[config.mk]
export PLATFORM = sky130hd
export DESIGN_NAME = kplc_keypad_lock
export DESIGN_NICKNAME = d
export VERILOG_FILES = /design/src/kplc_pkg.sv /design/src/kplc_keypad_lock.sv /design/src/kplc_code_mem.sv
export SDC_FILE = /design/constraint.sdc
export NUM_CORES = 2
export LEC_CHECK = 0
export BUFFER_PORTS_ARGS = -buffer_cell sky130_fd_sc_hd__buf_2
export CORE_ASPECT_RATIO = 1.2
export CORE_MARGIN = 10
export CORE_UTILIZATION = 57
export DETAILED_ROUTE_END_ITERATION = 8
export GPL_ROUTABILITY_DRIVEN = 0
export PLACE_DENSITY_LB_ADDON = 0.15
export SYNTH_ARGS = -nofsm -noshare
export SYNTH_HDL_FRONTEND = slang
export SYNTH_SLANG_ARGS = --single-unit
export TNS_END_PERCENT = 5
[constraint.sdc]
create_clock -name core_clk -period 14.97 [get_ports core_clk]
set_input_delay 2.994 -clock core_clk [delete_from_list [all_inputs] [get_ports core_clk]]
set_output_delay 2.994 -clock core_clk [all_outputs]
set_load 0.02 [all_outputs]
[src/kplc_pkg.sv]
// Shared constants, types and helpers for the keypad lock controller
package kplc_pkg;
	localparam int CLK_HZ = 25_000_000;
	localparam int ACK_MS = 1000;
	localparam int ACK_CYC = CLK_HZ / 1000 * ACK_MS;
	localparam int SHIFT_HOLD_MS = 1000;
	localparam int SHIFT_HOLD_CYC = CLK_HZ / 1000 * SHIFT_HOLD_MS;
	localparam int BLINK_MS = 250;
	localparam int BLINK_CYC = CLK_HZ / 1000 * BLINK_MS;
	localparam int MINUTE_S = 60;
	localparam int MINUTE_CYC = CLK_HZ * MINUTE_S;

	localparam logic [6:0] MIN_LEN = 7'd8;
	localparam logic [6:0] MAX_LEN = 7'd64;
	localparam logic [6:0] LEN_OVER = 7'd65;
	localparam logic [6:0] AL_OFF = 7'd0;
	localparam logic [6:0] AL_MIN = 7'd5;
	localparam logic [6:0] AL_MAX = 7'd99;
	localparam logic [6:0] AL_RESET = 7'd0;

	localparam logic [3:0] KEY_SETUP = 4'h1;
	localparam logic [3:0] KEY_AUTOLOCK = 4'h5;
	localparam logic [3:0] KEY_SD_DEL = 4'h6;

	localparam logic [1:0] SLOT_ADMIN = 2'h0;
	localparam logic [1:0] SLOT_USER = 2'h1;
	localparam logic [1:0] SLOT_SD = 2'h2;
	localparam logic [1:0] SLOT_SCRATCH = 2'h3;

	localparam logic [3:0] REG_STATUS = 4'h0;
	localparam logic [3:0] REG_AUTOLOCK = 4'h4;
	localparam logic [3:0] REG_CTRL = 4'h8;
	localparam logic [3:0] REG_CODE = 4'hC;

	localparam int ST_STATE_LSB = 0;
	localparam int ST_ADMIN_BIT = 8;
	localparam int ST_USER_BIT = 9;
	localparam int ST_SD_BIT = 10;
	localparam int ST_UNLOCK_BIT = 11;
	localparam int CTRL_WIPE_BIT = 0;
	localparam int CODE_SYM_LSB = 0;
	localparam int CODE_IDX_LSB = 8;
	localparam int CODE_COMMIT_BIT = 31;

	typedef logic [4:0] kplc_sym_t;

	typedef enum logic [4:0] {
		ST_LOCKED, ST_ADMIN, ST_SDDEL_PEND, ST_SDDEL_ACK, ST_SD_ENTRY, ST_SD_ACK,
		ST_UNLOCKED, ST_SETUP1, ST_SETUP_BLINK, ST_SETUP2, ST_SETUP_OK,
		ST_AL_TENS, ST_AL_UNITS, ST_AL_COMMIT, ST_AL_ACK, ST_ERR
	} kplc_state_t;

	function automatic logic [3:0] kplc_succ(input logic [3:0] d);
		return (d == 4'h9) ? 4'h0 : 4'(d + 4'h1);
	endfunction

	function automatic logic [3:0] kplc_pred(input logic [3:0] d);
		return (d == 4'h0) ? 4'h9 : 4'(d - 4'h1);
	endfunction

	function automatic logic [6:0] kplc_two_digit(input logic [3:0] t, input logic [3:0] u);
		return 7'({3'h0, t} * 7'd10 + {3'h0, u});
	endfunction
endpackage

[src/kplc_keypad_lock.sv]
// Keypad code interpreter: self-destruct, admin setup, code checks, auto-lock
//
// The address map and the plain strobed port were left to the implementer.
`timescale 1ns/1ns
module kplc_keypad_lock
	import kplc_pkg::*;
#(
	parameter int ACK_CYCLES = kplc_pkg::ACK_CYC,
	parameter int BLINK_CYCLES = kplc_pkg::BLINK_CYC,
	parameter int SHIFT_HOLD_CYCLES = kplc_pkg::SHIFT_HOLD_CYC,
	parameter int MINUTE_CYCLES = kplc_pkg::MINUTE_CYC
) (
	input wire logic core_clk,
	input wire logic rst_b,
	input wire logic keyPress,
	input wire logic keyDigitValid,
	input wire logic [3:0] keyDigit,
	input wire logic keyShift,
	input wire logic keyUnlock,
	input wire logic shiftHeld,
	input wire logic dataActivity,
	input wire logic wipeEvent,
	input wire logic [3:0] regAddr,
	input wire logic [31:0] regWrData,
	input wire logic regWrEn,
	input wire logic regRdEn,
	output logic [31:0] regRdData,
	output logic ledRed,
	output logic ledGreen,
	output logic ledBlue,
	output logic driveUnlocked,
	output logic adminMode,
	output logic cryptoErase
);
	import kplc_pkg::*;

	kplc_state_t state_r, state_nxt, errRet_r, errTo;
	logic [31:0] stateCnt_r, blinkCnt_r, holdCnt_r, idleCyc_r;
	logic blinkPh_r;
	logic [6:0] idleMin_r, alMin_r;
	logic [3:0] alTens_r, alUnits_r;
	logic adminPresent_r, userPresent_r, sdPresent_r;
	logic [1:0] adminSlot_r, userSlot_r, sdSlot_r, scratchSlot_r;
	logic [6:0] lenOf_r [0:3];
	logic [6:0] entryLen_r;
	logic allSame_r, allAsc_r, allDesc_r, match_r, cmpPend_r;
	kplc_sym_t prevSym_r, pendSym_r, curSym, memRd;
	logic [1:0] refSlot;
	logic entryActive, matchNow, validNow, timedDone, holdDone;
	logic digitEv, unlockEv, shiftEv, shiftUnlockEv, setupEv, sdDelEv, alEnterEv;
	logic wipeAll, busWipe, codeWr, keyWr, memWrEn;
	logic [7:0] memWrAddr;
	kplc_sym_t memWrData;
	logic goErr, sdClr, sdFire, setupSave, adminCommit, alStore;
	logic [6:0] alValue;
	logic [31:0] dur;

	// Key combinations decoded at the press event
	assign curSym = {keyShift, keyDigit};
	assign digitEv = keyPress & keyDigitValid & ~keyUnlock;
	assign unlockEv = keyPress & keyUnlock & ~keyDigitValid & ~keyShift;
	assign shiftEv = keyPress & keyShift & ~keyDigitValid & ~keyUnlock;
	assign shiftUnlockEv = keyPress & keyShift & keyUnlock & ~keyDigitValid;
	assign setupEv = digitEv & keyShift & (keyDigit == KEY_SETUP);
	assign sdDelEv = digitEv & keyShift & (keyDigit == KEY_SD_DEL);
	assign alEnterEv = keyPress & keyUnlock & keyDigitValid & ~keyShift & (keyDigit == KEY_AUTOLOCK);

	assign busWipe = regWrEn & (regAddr == REG_CTRL) & regWrData[CTRL_WIPE_BIT];
	assign wipeAll = wipeEvent | busWipe;
	assign codeWr = regWrEn & (regAddr == REG_CODE);
	assign alValue = kplc_two_digit(alTens_r, alUnits_r);

	always_comb begin
		unique case (state_r)
			ST_SD_ENTRY: refSlot = sdSlot_r;
			ST_SETUP1, ST_SETUP2: refSlot = scratchSlot_r;
			default: refSlot = adminSlot_r;
		endcase
	end

	assign entryActive = (state_r == ST_SD_ENTRY) || (state_r == ST_SETUP1) || (state_r == ST_SETUP2)
		|| ((state_r == ST_LOCKED) && adminPresent_r);

	// Last symbol may still be in the compare pipe when unlock arrives
	assign matchNow = match_r & (~cmpPend_r | (memRd == pendSym_r)) & (entryLen_r == lenOf_r[refSlot]);
	assign validNow = (entryLen_r >= MIN_LEN) & (entryLen_r <= MAX_LEN)
		& ~allSame_r
		& ~allAsc_r & ~allDesc_r;

	always_comb begin
		unique case (state_r)
			ST_SDDEL_ACK, ST_SD_ACK, ST_SETUP_OK, ST_AL_ACK, ST_ERR: dur = 32'(ACK_CYCLES);
			ST_SETUP_BLINK: dur = 32'(BLINK_CYCLES);
			default: dur = 32'h0;
		endcase
	end
	assign timedDone = (dur != 32'h0) && (stateCnt_r >= dur - 32'h1);
	assign holdDone = shiftHeld && (holdCnt_r == 32'(SHIFT_HOLD_CYCLES - 1));

	always_comb begin
		state_nxt = state_r;
		errTo = ST_LOCKED;
		goErr = 1'b0;
		sdClr = 1'b0;
		sdFire = 1'b0;
		setupSave = 1'b0;
		adminCommit = 1'b0;
		alStore = 1'b0;
		unique case (state_r)
			ST_LOCKED: begin
				if (shiftUnlockEv && sdPresent_r) begin
					state_nxt = ST_SD_ENTRY;
				end else if (!adminPresent_r) begin
					if (setupEv) begin
						state_nxt = ST_SETUP1;
					end
				end else if (unlockEv) begin
					if (matchNow) begin
						state_nxt = ST_ADMIN;
					end else begin
						goErr = 1'b1;
					end
				end
			end
			ST_ADMIN: begin
				if (holdDone) begin
					state_nxt = ST_LOCKED;
				end else if (sdDelEv) begin
					state_nxt = ST_SDDEL_PEND;
				end else if (alEnterEv) begin
					state_nxt = ST_AL_TENS;
				end
			end
			ST_SDDEL_PEND: begin
				if (sdDelEv) begin
					state_nxt = ST_SDDEL_ACK;
					sdClr = 1'b1;
				end else if (keyPress) begin
					state_nxt = ST_ADMIN;
				end
			end
			ST_SD_ENTRY: begin
				if (unlockEv) begin
					if (matchNow) begin
						state_nxt = ST_SD_ACK;
						sdFire = 1'b1;
					end else begin
						goErr = 1'b1;
					end
				end
			end
			ST_SETUP1: begin
				if (unlockEv) begin
					if (validNow) begin
						state_nxt = ST_SETUP_BLINK;
						setupSave = 1'b1;
					end else begin
						goErr = 1'b1;
					end
				end
			end
			ST_SETUP2: begin
				if (unlockEv) begin
					if (matchNow) begin
						state_nxt = ST_SETUP_OK;
						adminCommit = 1'b1;
					end else begin
						goErr = 1'b1;
					end
				end
			end
			ST_AL_TENS, ST_AL_UNITS: begin
				errTo = ST_ADMIN;
				if (digitEv && !keyShift) begin
					state_nxt = (state_r == ST_AL_TENS) ? ST_AL_UNITS : ST_AL_COMMIT;
				end else if (keyPress) begin
					goErr = 1'b1;
				end
			end
			ST_AL_COMMIT: begin
				errTo = ST_ADMIN;
				if (shiftEv) begin
					if ((alValue == AL_OFF) || ((alValue >= AL_MIN) && (alValue <= AL_MAX))) begin
						state_nxt = ST_AL_ACK;
						alStore = 1'b1;
					end else begin
						goErr = 1'b1;
					end
				end else if (keyPress) begin
					goErr = 1'b1;
				end
			end
			ST_UNLOCKED: begin
				if ((alMin_r != AL_OFF) && (idleMin_r >= alMin_r)) begin
					state_nxt = ST_LOCKED;
				end
			end
			ST_SDDEL_ACK, ST_SETUP_OK, ST_AL_ACK: begin
				if (timedDone) begin
					state_nxt = ST_ADMIN;
				end
			end
			ST_SD_ACK: begin
				if (timedDone) begin
					state_nxt = ST_UNLOCKED;
				end
			end
			ST_SETUP_BLINK: begin
				if (timedDone) begin
					state_nxt = ST_SETUP2;
				end
			end
			ST_ERR: begin
				if (timedDone) begin
					state_nxt = errRet_r;
				end
			end
		endcase
		if (goErr) begin
			state_nxt = ST_ERR;
		end
		if (wipeAll) begin
			state_nxt = ST_LOCKED;
		end
	end

	always_ff @(posedge core_clk or negedge rst_b) begin
		if (!rst_b) begin
			state_r <= ST_LOCKED;
			errRet_r <= ST_LOCKED;
		end else begin
			state_r <= state_nxt;
			if (goErr) begin
				errRet_r <= errTo;
			end
		end
	end

	// Timers: state dwell, blink phase, shift hold
	always_ff @(posedge core_clk or negedge rst_b) begin
		if (!rst_b) begin
			stateCnt_r <= 32'h0;
			blinkCnt_r <= 32'h0;
			blinkPh_r <= 1'b0;
			holdCnt_r <= 32'h0;
		end else begin
			stateCnt_r <= (state_nxt != state_r) ? 32'h0 : stateCnt_r + 32'h1;
			if (blinkCnt_r >= 32'(BLINK_CYCLES - 1)) begin
				blinkCnt_r <= 32'h0;
				blinkPh_r <= ~blinkPh_r;
			end else begin
				blinkCnt_r <= blinkCnt_r + 32'h1;
			end
			if (!shiftHeld || (state_r != ST_ADMIN)) begin
				holdCnt_r <= 32'h0;
			end else if (!holdDone) begin
				holdCnt_r <= holdCnt_r + 32'h1;
			end
		end
	end

	// Entry tracking; shift bit is part of every symbol
	always_ff @(posedge core_clk or negedge rst_b) begin
		if (!rst_b) begin
			entryLen_r <= 7'h0;
			allSame_r <= 1'b1;
			allAsc_r <= 1'b1;
			allDesc_r <= 1'b1;
			match_r <= 1'b1;
			cmpPend_r <= 1'b0;
			prevSym_r <= '0;
			pendSym_r <= '0;
		end else if (state_nxt != state_r) begin
			entryLen_r <= 7'h0;
			allSame_r <= 1'b1;
			allAsc_r <= 1'b1;
			allDesc_r <= 1'b1;
			match_r <= 1'b1;
			cmpPend_r <= 1'b0;
		end else begin
			cmpPend_r <= 1'b0;
			if (cmpPend_r) begin
				match_r <= match_r & (memRd == pendSym_r);
			end
			if (digitEv && entryActive) begin
				entryLen_r <= (entryLen_r >= LEN_OVER) ? LEN_OVER : 7'(entryLen_r + 7'h1);
				prevSym_r <= curSym;
				pendSym_r <= curSym;
				cmpPend_r <= (entryLen_r < MAX_LEN);
				if (entryLen_r == 7'h0) begin
					allAsc_r <= ~keyShift;
					allDesc_r <= ~keyShift;
				end else begin
					allSame_r <= allSame_r & (curSym == prevSym_r);
					allAsc_r <= allAsc_r & ~keyShift & (keyDigit == kplc_succ(prevSym_r[3:0]));
					allDesc_r <= allDesc_r & ~keyShift & (keyDigit == kplc_pred(prevSym_r[3:0]));
				end
			end
		end
	end

	// Key writes win the single write port; a colliding bus write is lost
	assign keyWr = digitEv && (state_r == ST_SETUP1) && (entryLen_r < MAX_LEN) && (state_nxt == state_r);
	assign memWrEn = keyWr | codeWr;
	assign memWrAddr = keyWr ? {scratchSlot_r, entryLen_r[5:0]} : {sdSlot_r, regWrData[CODE_IDX_LSB +: 6]};
	assign memWrData = keyWr ? curSym : regWrData[CODE_SYM_LSB +: 5];

	kplc_code_mem #(
		.WIDTH(5),
		.AW(8)
	) uCodeMem (
		.core_clk(core_clk),
		.wrEn(memWrEn),
		.wrAddr(memWrAddr),
		.wrData(memWrData),
		.rdAddr({refSlot, entryLen_r[5:0]}),
		.rdData(memRd)
	);

	// Stored codes: slot pointers swap so nothing is copied
	always_ff @(posedge core_clk or negedge rst_b) begin
		if (!rst_b) begin
			adminPresent_r <= 1'b0;
			userPresent_r <= 1'b0;
			sdPresent_r <= 1'b0;
			adminSlot_r <= SLOT_ADMIN;
			userSlot_r <= SLOT_USER;
			sdSlot_r <= SLOT_SD;
			scratchSlot_r <= SLOT_SCRATCH;
			for (int i = 0; i < 4; i++) begin
				lenOf_r[i] <= 7'h0;
			end
		end else if (wipeAll) begin
			adminPresent_r <= 1'b0;
			userPresent_r <= 1'b0;
			sdPresent_r <= 1'b0;
		end else begin
			if (sdClr) begin
				sdPresent_r <= 1'b0;
			end
			if (sdFire) begin
				userSlot_r <= sdSlot_r;
				sdSlot_r <= userSlot_r;
				userPresent_r <= 1'b1;
				adminPresent_r <= 1'b0;
				sdPresent_r <= 1'b0;
			end
			if (setupSave) begin
				lenOf_r[scratchSlot_r] <= entryLen_r;
			end
			if (adminCommit) begin
				adminSlot_r <= scratchSlot_r;
				scratchSlot_r <= adminSlot_r;
				adminPresent_r <= 1'b1;
			end
			if (codeWr && regWrData[CODE_COMMIT_BIT]) begin
				lenOf_r[sdSlot_r] <= 7'({1'b0, regWrData[CODE_IDX_LSB +: 6]} + 7'h1);
				sdPresent_r <= 1'b1;
			end
		end
	end

	// Auto-lock value and idle timer
	always_ff @(posedge core_clk or negedge rst_b) begin
		if (!rst_b) begin
			alMin_r <= AL_RESET;
			alTens_r <= 4'h0;
			alUnits_r <= 4'h0;
			idleCyc_r <= 32'h0;
			idleMin_r <= 7'h0;
		end else begin
			if (digitEv && (state_r == ST_AL_TENS)) begin
				alTens_r <= keyDigit;
			end
			if (digitEv && (state_r == ST_AL_UNITS)) begin
				alUnits_r <= keyDigit;
			end
			if (alStore) begin
				alMin_r <= alValue;
			end
			if ((state_r != ST_UNLOCKED) || dataActivity || (alMin_r == AL_OFF)) begin
				idleCyc_r <= 32'h0;
				idleMin_r <= 7'h0;
			end else if (idleCyc_r >= 32'(MINUTE_CYCLES - 1)) begin
				idleCyc_r <= 32'h0;
				idleMin_r <= (idleMin_r == AL_MAX) ? AL_MAX : 7'(idleMin_r + 7'h1);
			end else begin
				idleCyc_r <= idleCyc_r + 32'h1;
			end
		end
	end

	// Indicators and status outputs
	always_ff @(posedge core_clk or negedge rst_b) begin
		if (!rst_b) begin
			ledRed <= 1'b0;
			ledGreen <= 1'b0;
			ledBlue <= 1'b0;
			driveUnlocked <= 1'b0;
			adminMode <= 1'b0;
			cryptoErase <= 1'b0;
		end else begin
			driveUnlocked <= (state_r == ST_UNLOCKED);
			adminMode <= (state_r == ST_ADMIN);
			cryptoErase <= sdFire | wipeAll;
			unique case (state_r)
				ST_LOCKED, ST_SDDEL_ACK: {ledRed, ledGreen, ledBlue} <= 3'b100;
				ST_ADMIN: {ledRed, ledGreen, ledBlue} <= 3'b001;
				ST_SDDEL_PEND: {ledRed, ledGreen, ledBlue} <= {blinkPh_r, 2'b00};
				ST_SD_ENTRY: {ledRed, ledGreen, ledBlue} <= {3{blinkPh_r}};
				ST_SD_ACK: {ledRed, ledGreen, ledBlue} <= {1'b0, blinkPh_r, 1'b0};
				ST_UNLOCKED, ST_SETUP_BLINK, ST_AL_ACK: {ledRed, ledGreen, ledBlue} <= 3'b010;
				ST_SETUP1, ST_SETUP2: {ledRed, ledGreen, ledBlue} <= {1'b0, blinkPh_r, 1'b1};
				ST_SETUP_OK: {ledRed, ledGreen, ledBlue} <= {2'b00, blinkPh_r};
				ST_AL_TENS, ST_AL_UNITS, ST_AL_COMMIT: {ledRed, ledGreen, ledBlue} <= {1'b0, blinkPh_r, blinkPh_r};
				ST_ERR: {ledRed, ledGreen, ledBlue} <= {blinkPh_r, ~blinkPh_r, 1'b0};
			endcase
		end
	end

	// Register read port, data valid only in the cycle after the strobe
	always_ff @(posedge core_clk or negedge rst_b) begin
		if (!rst_b) begin
			regRdData <= 32'h0;
		end else if (regRdEn) begin
			unique case (regAddr)
				REG_STATUS: begin
					regRdData <= 32'h0;
					regRdData[ST_STATE_LSB +: 5] <= state_r;
					regRdData[ST_ADMIN_BIT] <= adminPresent_r;
					regRdData[ST_USER_BIT] <= userPresent_r;
					regRdData[ST_SD_BIT] <= sdPresent_r;
					regRdData[ST_UNLOCK_BIT] <= driveUnlocked;
				end
				REG_AUTOLOCK: regRdData <= {25'h0, alMin_r};
				default: regRdData <= 32'h0;
			endcase
		end else begin
			regRdData <= 32'h0;
		end
	end
endmodule // kplc_keypad_lock

[src/kplc_code_mem.sv]
// Code symbol store with registered read data
`timescale 1ns/1ns
module kplc_code_mem #(
	parameter int WIDTH = 5,
	parameter int AW = 8
) (
	input wire logic core_clk,
	input wire logic wrEn,
	input wire logic [AW-1:0] wrAddr,
	input wire logic [WIDTH-1:0] wrData,
	input wire logic [AW-1:0] rdAddr,
	output logic [WIDTH-1:0] rdData
);
	logic [WIDTH-1:0] mem [0:(1<<AW)-1];

	always_ff @(posedge core_clk) begin
		if (wrEn) begin
			mem[wrAddr] <= wrData;
		end
	end

	always_ff @(posedge core_clk) begin
		rdData <= mem[rdAddr];
	end
endmodule // kplc_code_mem

# Word-level counts from Yosys, hierarchy flattened
# Memories as Yosys holds them, arrays and structs flattened. A register that Yosys moved wholly into a read port is not among the register bits.
# Index checks and enable logic that the tools add are counted.
# classes
reduce_logical,58
n_addsub,11
n_mul,1
n_mux,111
eq_ne,35
n_lt_le_gt_ge,15
bitwise,48
# ops
op,count
two-way mux 32 bit,6
two-way mux 5 bit,27
adder 32 x 1 -> 32 bit (second input constant),4
two-way mux 28 bit,3
two-way mux 7 bit,10
one-hot mux 5 bit (13 select lines),1
bitwise mux 28 bit,2
one-hot mux 25 bit (2 select lines),1
two-way mux 1 bit,48
== test 5 x 4 -> 1 bit (second input constant),8
== test 32 x 25 -> 1 bit (second input constant),1
>= comparator 32 x 23 -> 1 bit (second input constant),1
>= comparator 32 x 31 -> 1 bit (second input constant),1
>= comparator 32 bit,1
nonzero test 32 bit,1
subtractor 32 x 1 -> 32 bit (second input constant),1
bitwise AND 1 bit,31
demux 7 bit (select 2 bit),2
one-hot mux 12 bit (2 select lines),1
zero test 7 bit,3
== test 5 x 3 -> 1 bit (second input constant),4
logical AND 1 bit,16
== test 5 bit,3
OR reduction 3 bit,5
52 further kinds,98
# word_totals
input_bits,51
mem_bits_rw,1280
mem_count,1
ff_bits,235
output_inout_bits,38
# memory_table
memory,depth,word_bits,read_ports,rd_clocked_by_memory_dff,write_ports,line,source
uCodeMem.mem,256,5,1,1,1,kplc_code_mem.sv:14,logic [WIDTH-1:0] mem [0:(1<<AW)-1];

# Longest topological paths before layout
# depth
depth_word,21
mapped_depth,23
mapped_depth_nobuf,19

# Hierarchy
# From an unflattened synthesis, not the netlist that was laid out.
# unflattened
hier_cells,4043
area_unflattened_um2,64345.5
# modules_own_cells
module,instances,area_per_inst_um2,cells_per_inst
kplc_code_mem,1,50284.5,2497
kplc_keypad_lock,1,14061.0,1546

# Worst setup path after synthesis
# OpenSTA, ideal clock, no wires.
# synth_path
kind,in2reg
start,input regAddr[2]
end,memory uCodeMem.mem[0][2] (data pin)
n_path_buf,2
setup_slack_ns,-1.338
arrival_ns,14.119
cell_stages,6
setup_time_ns,2.189
cell_sequence,clkbuf_1 inv_1 a31oi_1 o21ai_1 clkbuf_1 o21ai_0
# synth_between
elab_chain_len,8
# synth_rtl
element,line,source
from (decl),kplc_keypad_lock.sv:23,"input wire logic [3:0] regAddr,"
== test 4 bit,kplc_keypad_lock.sv:68,assign busWipe = regWrEn & (regAddr == REG_CTRL) & regWrData[CTRL_WIPE_BIT];
bitwise AND 1 bit (2 in series),kplc_keypad_lock.sv:68,
bitwise OR 1 bit,kplc_keypad_lock.sv:69,assign wipeAll = wipeEvent | busWipe;
two-way mux 5 bit,kplc_keypad_lock.sv:222,if (wipeAll) begin
== test 5 bit,kplc_keypad_lock.sv:303,assign keyWr = digitEv && (state_r == ST_SETUP1) && (entryLen_r < MAX_LEN) && (state_nxt == state_r);
logical AND 1 bit,kplc_keypad_lock.sv:303,
two-way mux 5 bit,kplc_keypad_lock.sv:306,assign memWrData = keyWr ? curSym : regWrData[CODE_SYM_LSB +: 5];
net memWrData[2],kplc_keypad_lock.sv:53,kplc_sym_t memWrData;
to (decl),kplc_code_mem.sv:14,
# The timed path passes the listed nets, and every way through them passes these cells.

# Final worst setup path
# layout_path
start,input regAddr[1]
end,memory uCodeMem.mem[250][4] (data pin)
# The elaborated chain is that of the path after synthesis.

==> results.ini <==
[status]
status = finished, final reports clean

[drt]
dr.pass1.iters = 7
num_vias = 34614
drtAntennaViolNets = 0
drc = 0
first_iter_violations = 3655
wl_per_cell_microns = 26.4
viasPerCell = 6.31
wirelength_mm = 145

[worst_hold_path]
min_path_type = reg2reg
min_to = blinkCnt_r[0]$_DFF_PN0_
holdPathStages = 1
min_from = blinkCnt_r[0]$_DFF_PN0_

[worst_setup_path]
cp.required_ps = 15380
critPathLaunchType = input port
r2r-start = state_r[3]$_DFF_PN0_
r2r_setup_slack_ps = 8630
r2r_end = stateCnt_r[0]$_DFF_PN0_
worst_setup_path_end_kind = register
arrival_ps = 7140
ff2ff_path_depth = 19
cp_max_fo = 104
worstSetupPathType = in2reg

[die]
ios = 89
start_util_pct = 57.6
die_area_sq_mm = 0.127
coreArea_sq_mm = 0.111
die_w_microns = 326
die_y_microns = 388
std_cell_rows = 134

[grt]
grt_pass1_vias = 34997
track_usage_pct = 23.1
grt_antenna_before_repair = 3
grt_overflow = 0
grt_pass1_wl_mm = 222
grt_max_degree = 257

[power]
leakage_nw = 23.0
peakVddDrop_uv = 106
power.total_mw = 8.48
p_per_area_mw_per_mm2 = 120

[synth]
avgSynthCellArea_sq_um = 16.8
async_reset_ff_share_pct = 15.2
ys_warn_count = 0
synth_ff_type = edfxtp_1
synth_edf_count = 1280
ys_ff_latch = 1515
netlist_area_sq_mm = 0.0642
seq_area_frac_synth_pct = 69.0
postSynthCellCount = 3833
ys_types = 87

[clock_tree]
cts_tree = done
cts-root-buf = clkbuf_16
postCtsHoldBufs = 0
cts_max_level = 4
clock_sinks = 1515
post_cts_resize_count = 0
clk_latency_ps = 780
numCtsBuffers = 148
postCtsSetupBuffers = 0
path_clk_slew_ps = 60
max-clock-path-buffers = 3

[layout]
final_nets = 3977
final_core_util_pct = 63.5
drive_gt1_share_pct = 20.1
syn2layout_area_growth_pct = 10.2

[placed_design]
port_buffers = 47
place_ws_ps = 7520
dp.final_hpwl_mm = 87.4

[sta]
fmax_ghz = 0.149
grt_setup_unrepaired = false
hold_viol_final = 0
setup_violations = 0
tightest_slew_ps = 1210
setup_slack_ps = 8240
drv_slew = 0
post-route-min-period_ps = 6730
slew_headroom_pct = 18.5
final.period_utilization_pct = 45.0
skew_ps = 30.4
setup_tns_ps = 0

[run]
cap_viol_max_count = 0

[synthesized netlist by cell type (all sizes together), types with 11 or more instances]
library cell	n	area, sq um
mux4	420	9460
nor2	511	1920
inv	48	180
edfxtp	1280	38400
o211ai	12	104
nor2b	16	100
nand3b	11	82.6
a211oi	11	82.6
o22ai	37	231
buf	79	425
nor3	36	185
a21o	15	113
xnor2	68	596
ha	54	676
xor2	71	622
a31oi	15	93.8
and3	37	231
nand2	170	641
a22oi	16	120
o21ai	58	290
nand4	31	194
nand2b	13	81.3
mux2i	15	150
dfrtp	222	5560
or3	18	113
clkbuf	164	616
mux2	21	240
a21oi	115	576
nand3	115	576
[critical path, cell delays in order]
cell and delay [ps]:
buf_2 90, nor2_1 50, and3_1 240, a31oi_2 200
buf_4 390, o21a_1 160, buf_4 300, nand2_1 150
nand2_4 750, buf_4 700, buf_4 860
[placed cells by master (no fill, tap or decap), types with 21 or more instances in the layout]
cell,n
dfrtp_1,217
o21ai_0,50
clkinv_1,33
xor2_1,71
nand3_1,115
nand2_1,165
nor3_1,35
clkbuf_16,153
a21oi_1,109
clkinv_2,21
buf_4,49
inv_1,47
clkbuf_1,37
xnor2_1,68
nor2_1,511
o22ai_1,37
conb_1,31
edfxtp_1,1280
ha_1,54
buf_2,46
and3_1,37
nand4_1,31
mux4_2,420
[state kept, by name, indices dropped and copies added, names as in the netlist, 4 cells and up]
signal	count
alTens_r	4
regRdData	11
uCodeMem.mem	1280
entryLen_r	7
holdCnt_r	32
idleCyc_r	32
uCodeMem.rdData	5
blinkCnt_r	32
idleMin_r	7
alMin_r	7
alUnits_r	4
lenOf_r	28
state_r	5
stateCnt_r	32
pendSym_r	5
[stage by stage]
| step | instances | instance area (sq um) | hold slack [ps] |
|---|---|---|---|
| 2_1_floorplan | 3863 | 64300 | 425 |
| 3_3_place_gp | 5216 | 66000 | 449 |
| 3_5_place_dp | 5216 | 66000 | 456 |
| 4_1_cts | 5483 | 70700 | 462 |
| 5_1_grt | 5484 | 70700 | 476 |
| 6_report | 5485 | 70800 | 458 |
[power by group]
part	total, mW	internal [mW]	switching (mW)
sequential	4.60	4.59	0.00990
combinational	0.221	0.0518	0.169
clock	3.65	2.09	1.56
total	8.48	6.74	1.74
[cells by family after synthesis]
logic type                 Yosys count  synth area share, %
DFF                               1515                 69.0
and+or+nand+nor                   1024                 7.25
muxes                              456                 15.3
AOI/OAI and AO/OA                  349                 3.48
buffers and inverters              293                 1.91
xor gates and xnor gates           139                 1.90
adders and majority gates           56                 1.11
other                                1              0.00584
[worst max path at each step]
stage / start / to / slack (ps) / cells after the start
global placement: regAddr[1] / uCodeMem.mem[26][4]$_DFFE_PP_ / 7690 / 11
finish: regAddr[1] / uCodeMem.mem[250][4]$_DFFE_PP_ / 8240 / 11
global route: regAddr[1] / uCodeMem.mem[251][4]$_DFFE_PP_ / 7960 / 11
CTS: regAddr[1] / uCodeMem.mem[27][4]$_DFFE_PP_ / 8340 / 11
floorplan: regAddr[2] / uCodeMem.mem[0][2]$_DFFE_PP_ / 3050 / 6
detailed placement: regAddr[1] / uCodeMem.mem[24][4]$_DFFE_PP_ / 7520 / 11
[layout make-up]
| cell class | count | area [sq um] |
|---|---|---|
| antenna | 2 | 5.00 |
| clock buffer | 192 | 4000 |
| clock inverter | 75 | 716 |
| fill | 7813 | 40700 |
| inverter | 50 | 193 |
| multi-input combinational | 2055 | 19000 |
| sequential | 1515 | 44300 |
| tap | 1496 | 1870 |
| timing repair buffer | 100 | 693 |
[routing by layer]
metal | up-vias | global-route usage (%) | share of wire (%)
met5 | - | 0 | 0
met3 | 267 | 4.45 | 7.9
li1 | 15060 | - | -
met1 | 17874 | 31.4 | 39
met4 | 0 | 8.44 | 3.4
met2 | 1413 | 37.2 | 50
No activity file was read; power rests on OpenSTA's default activity.
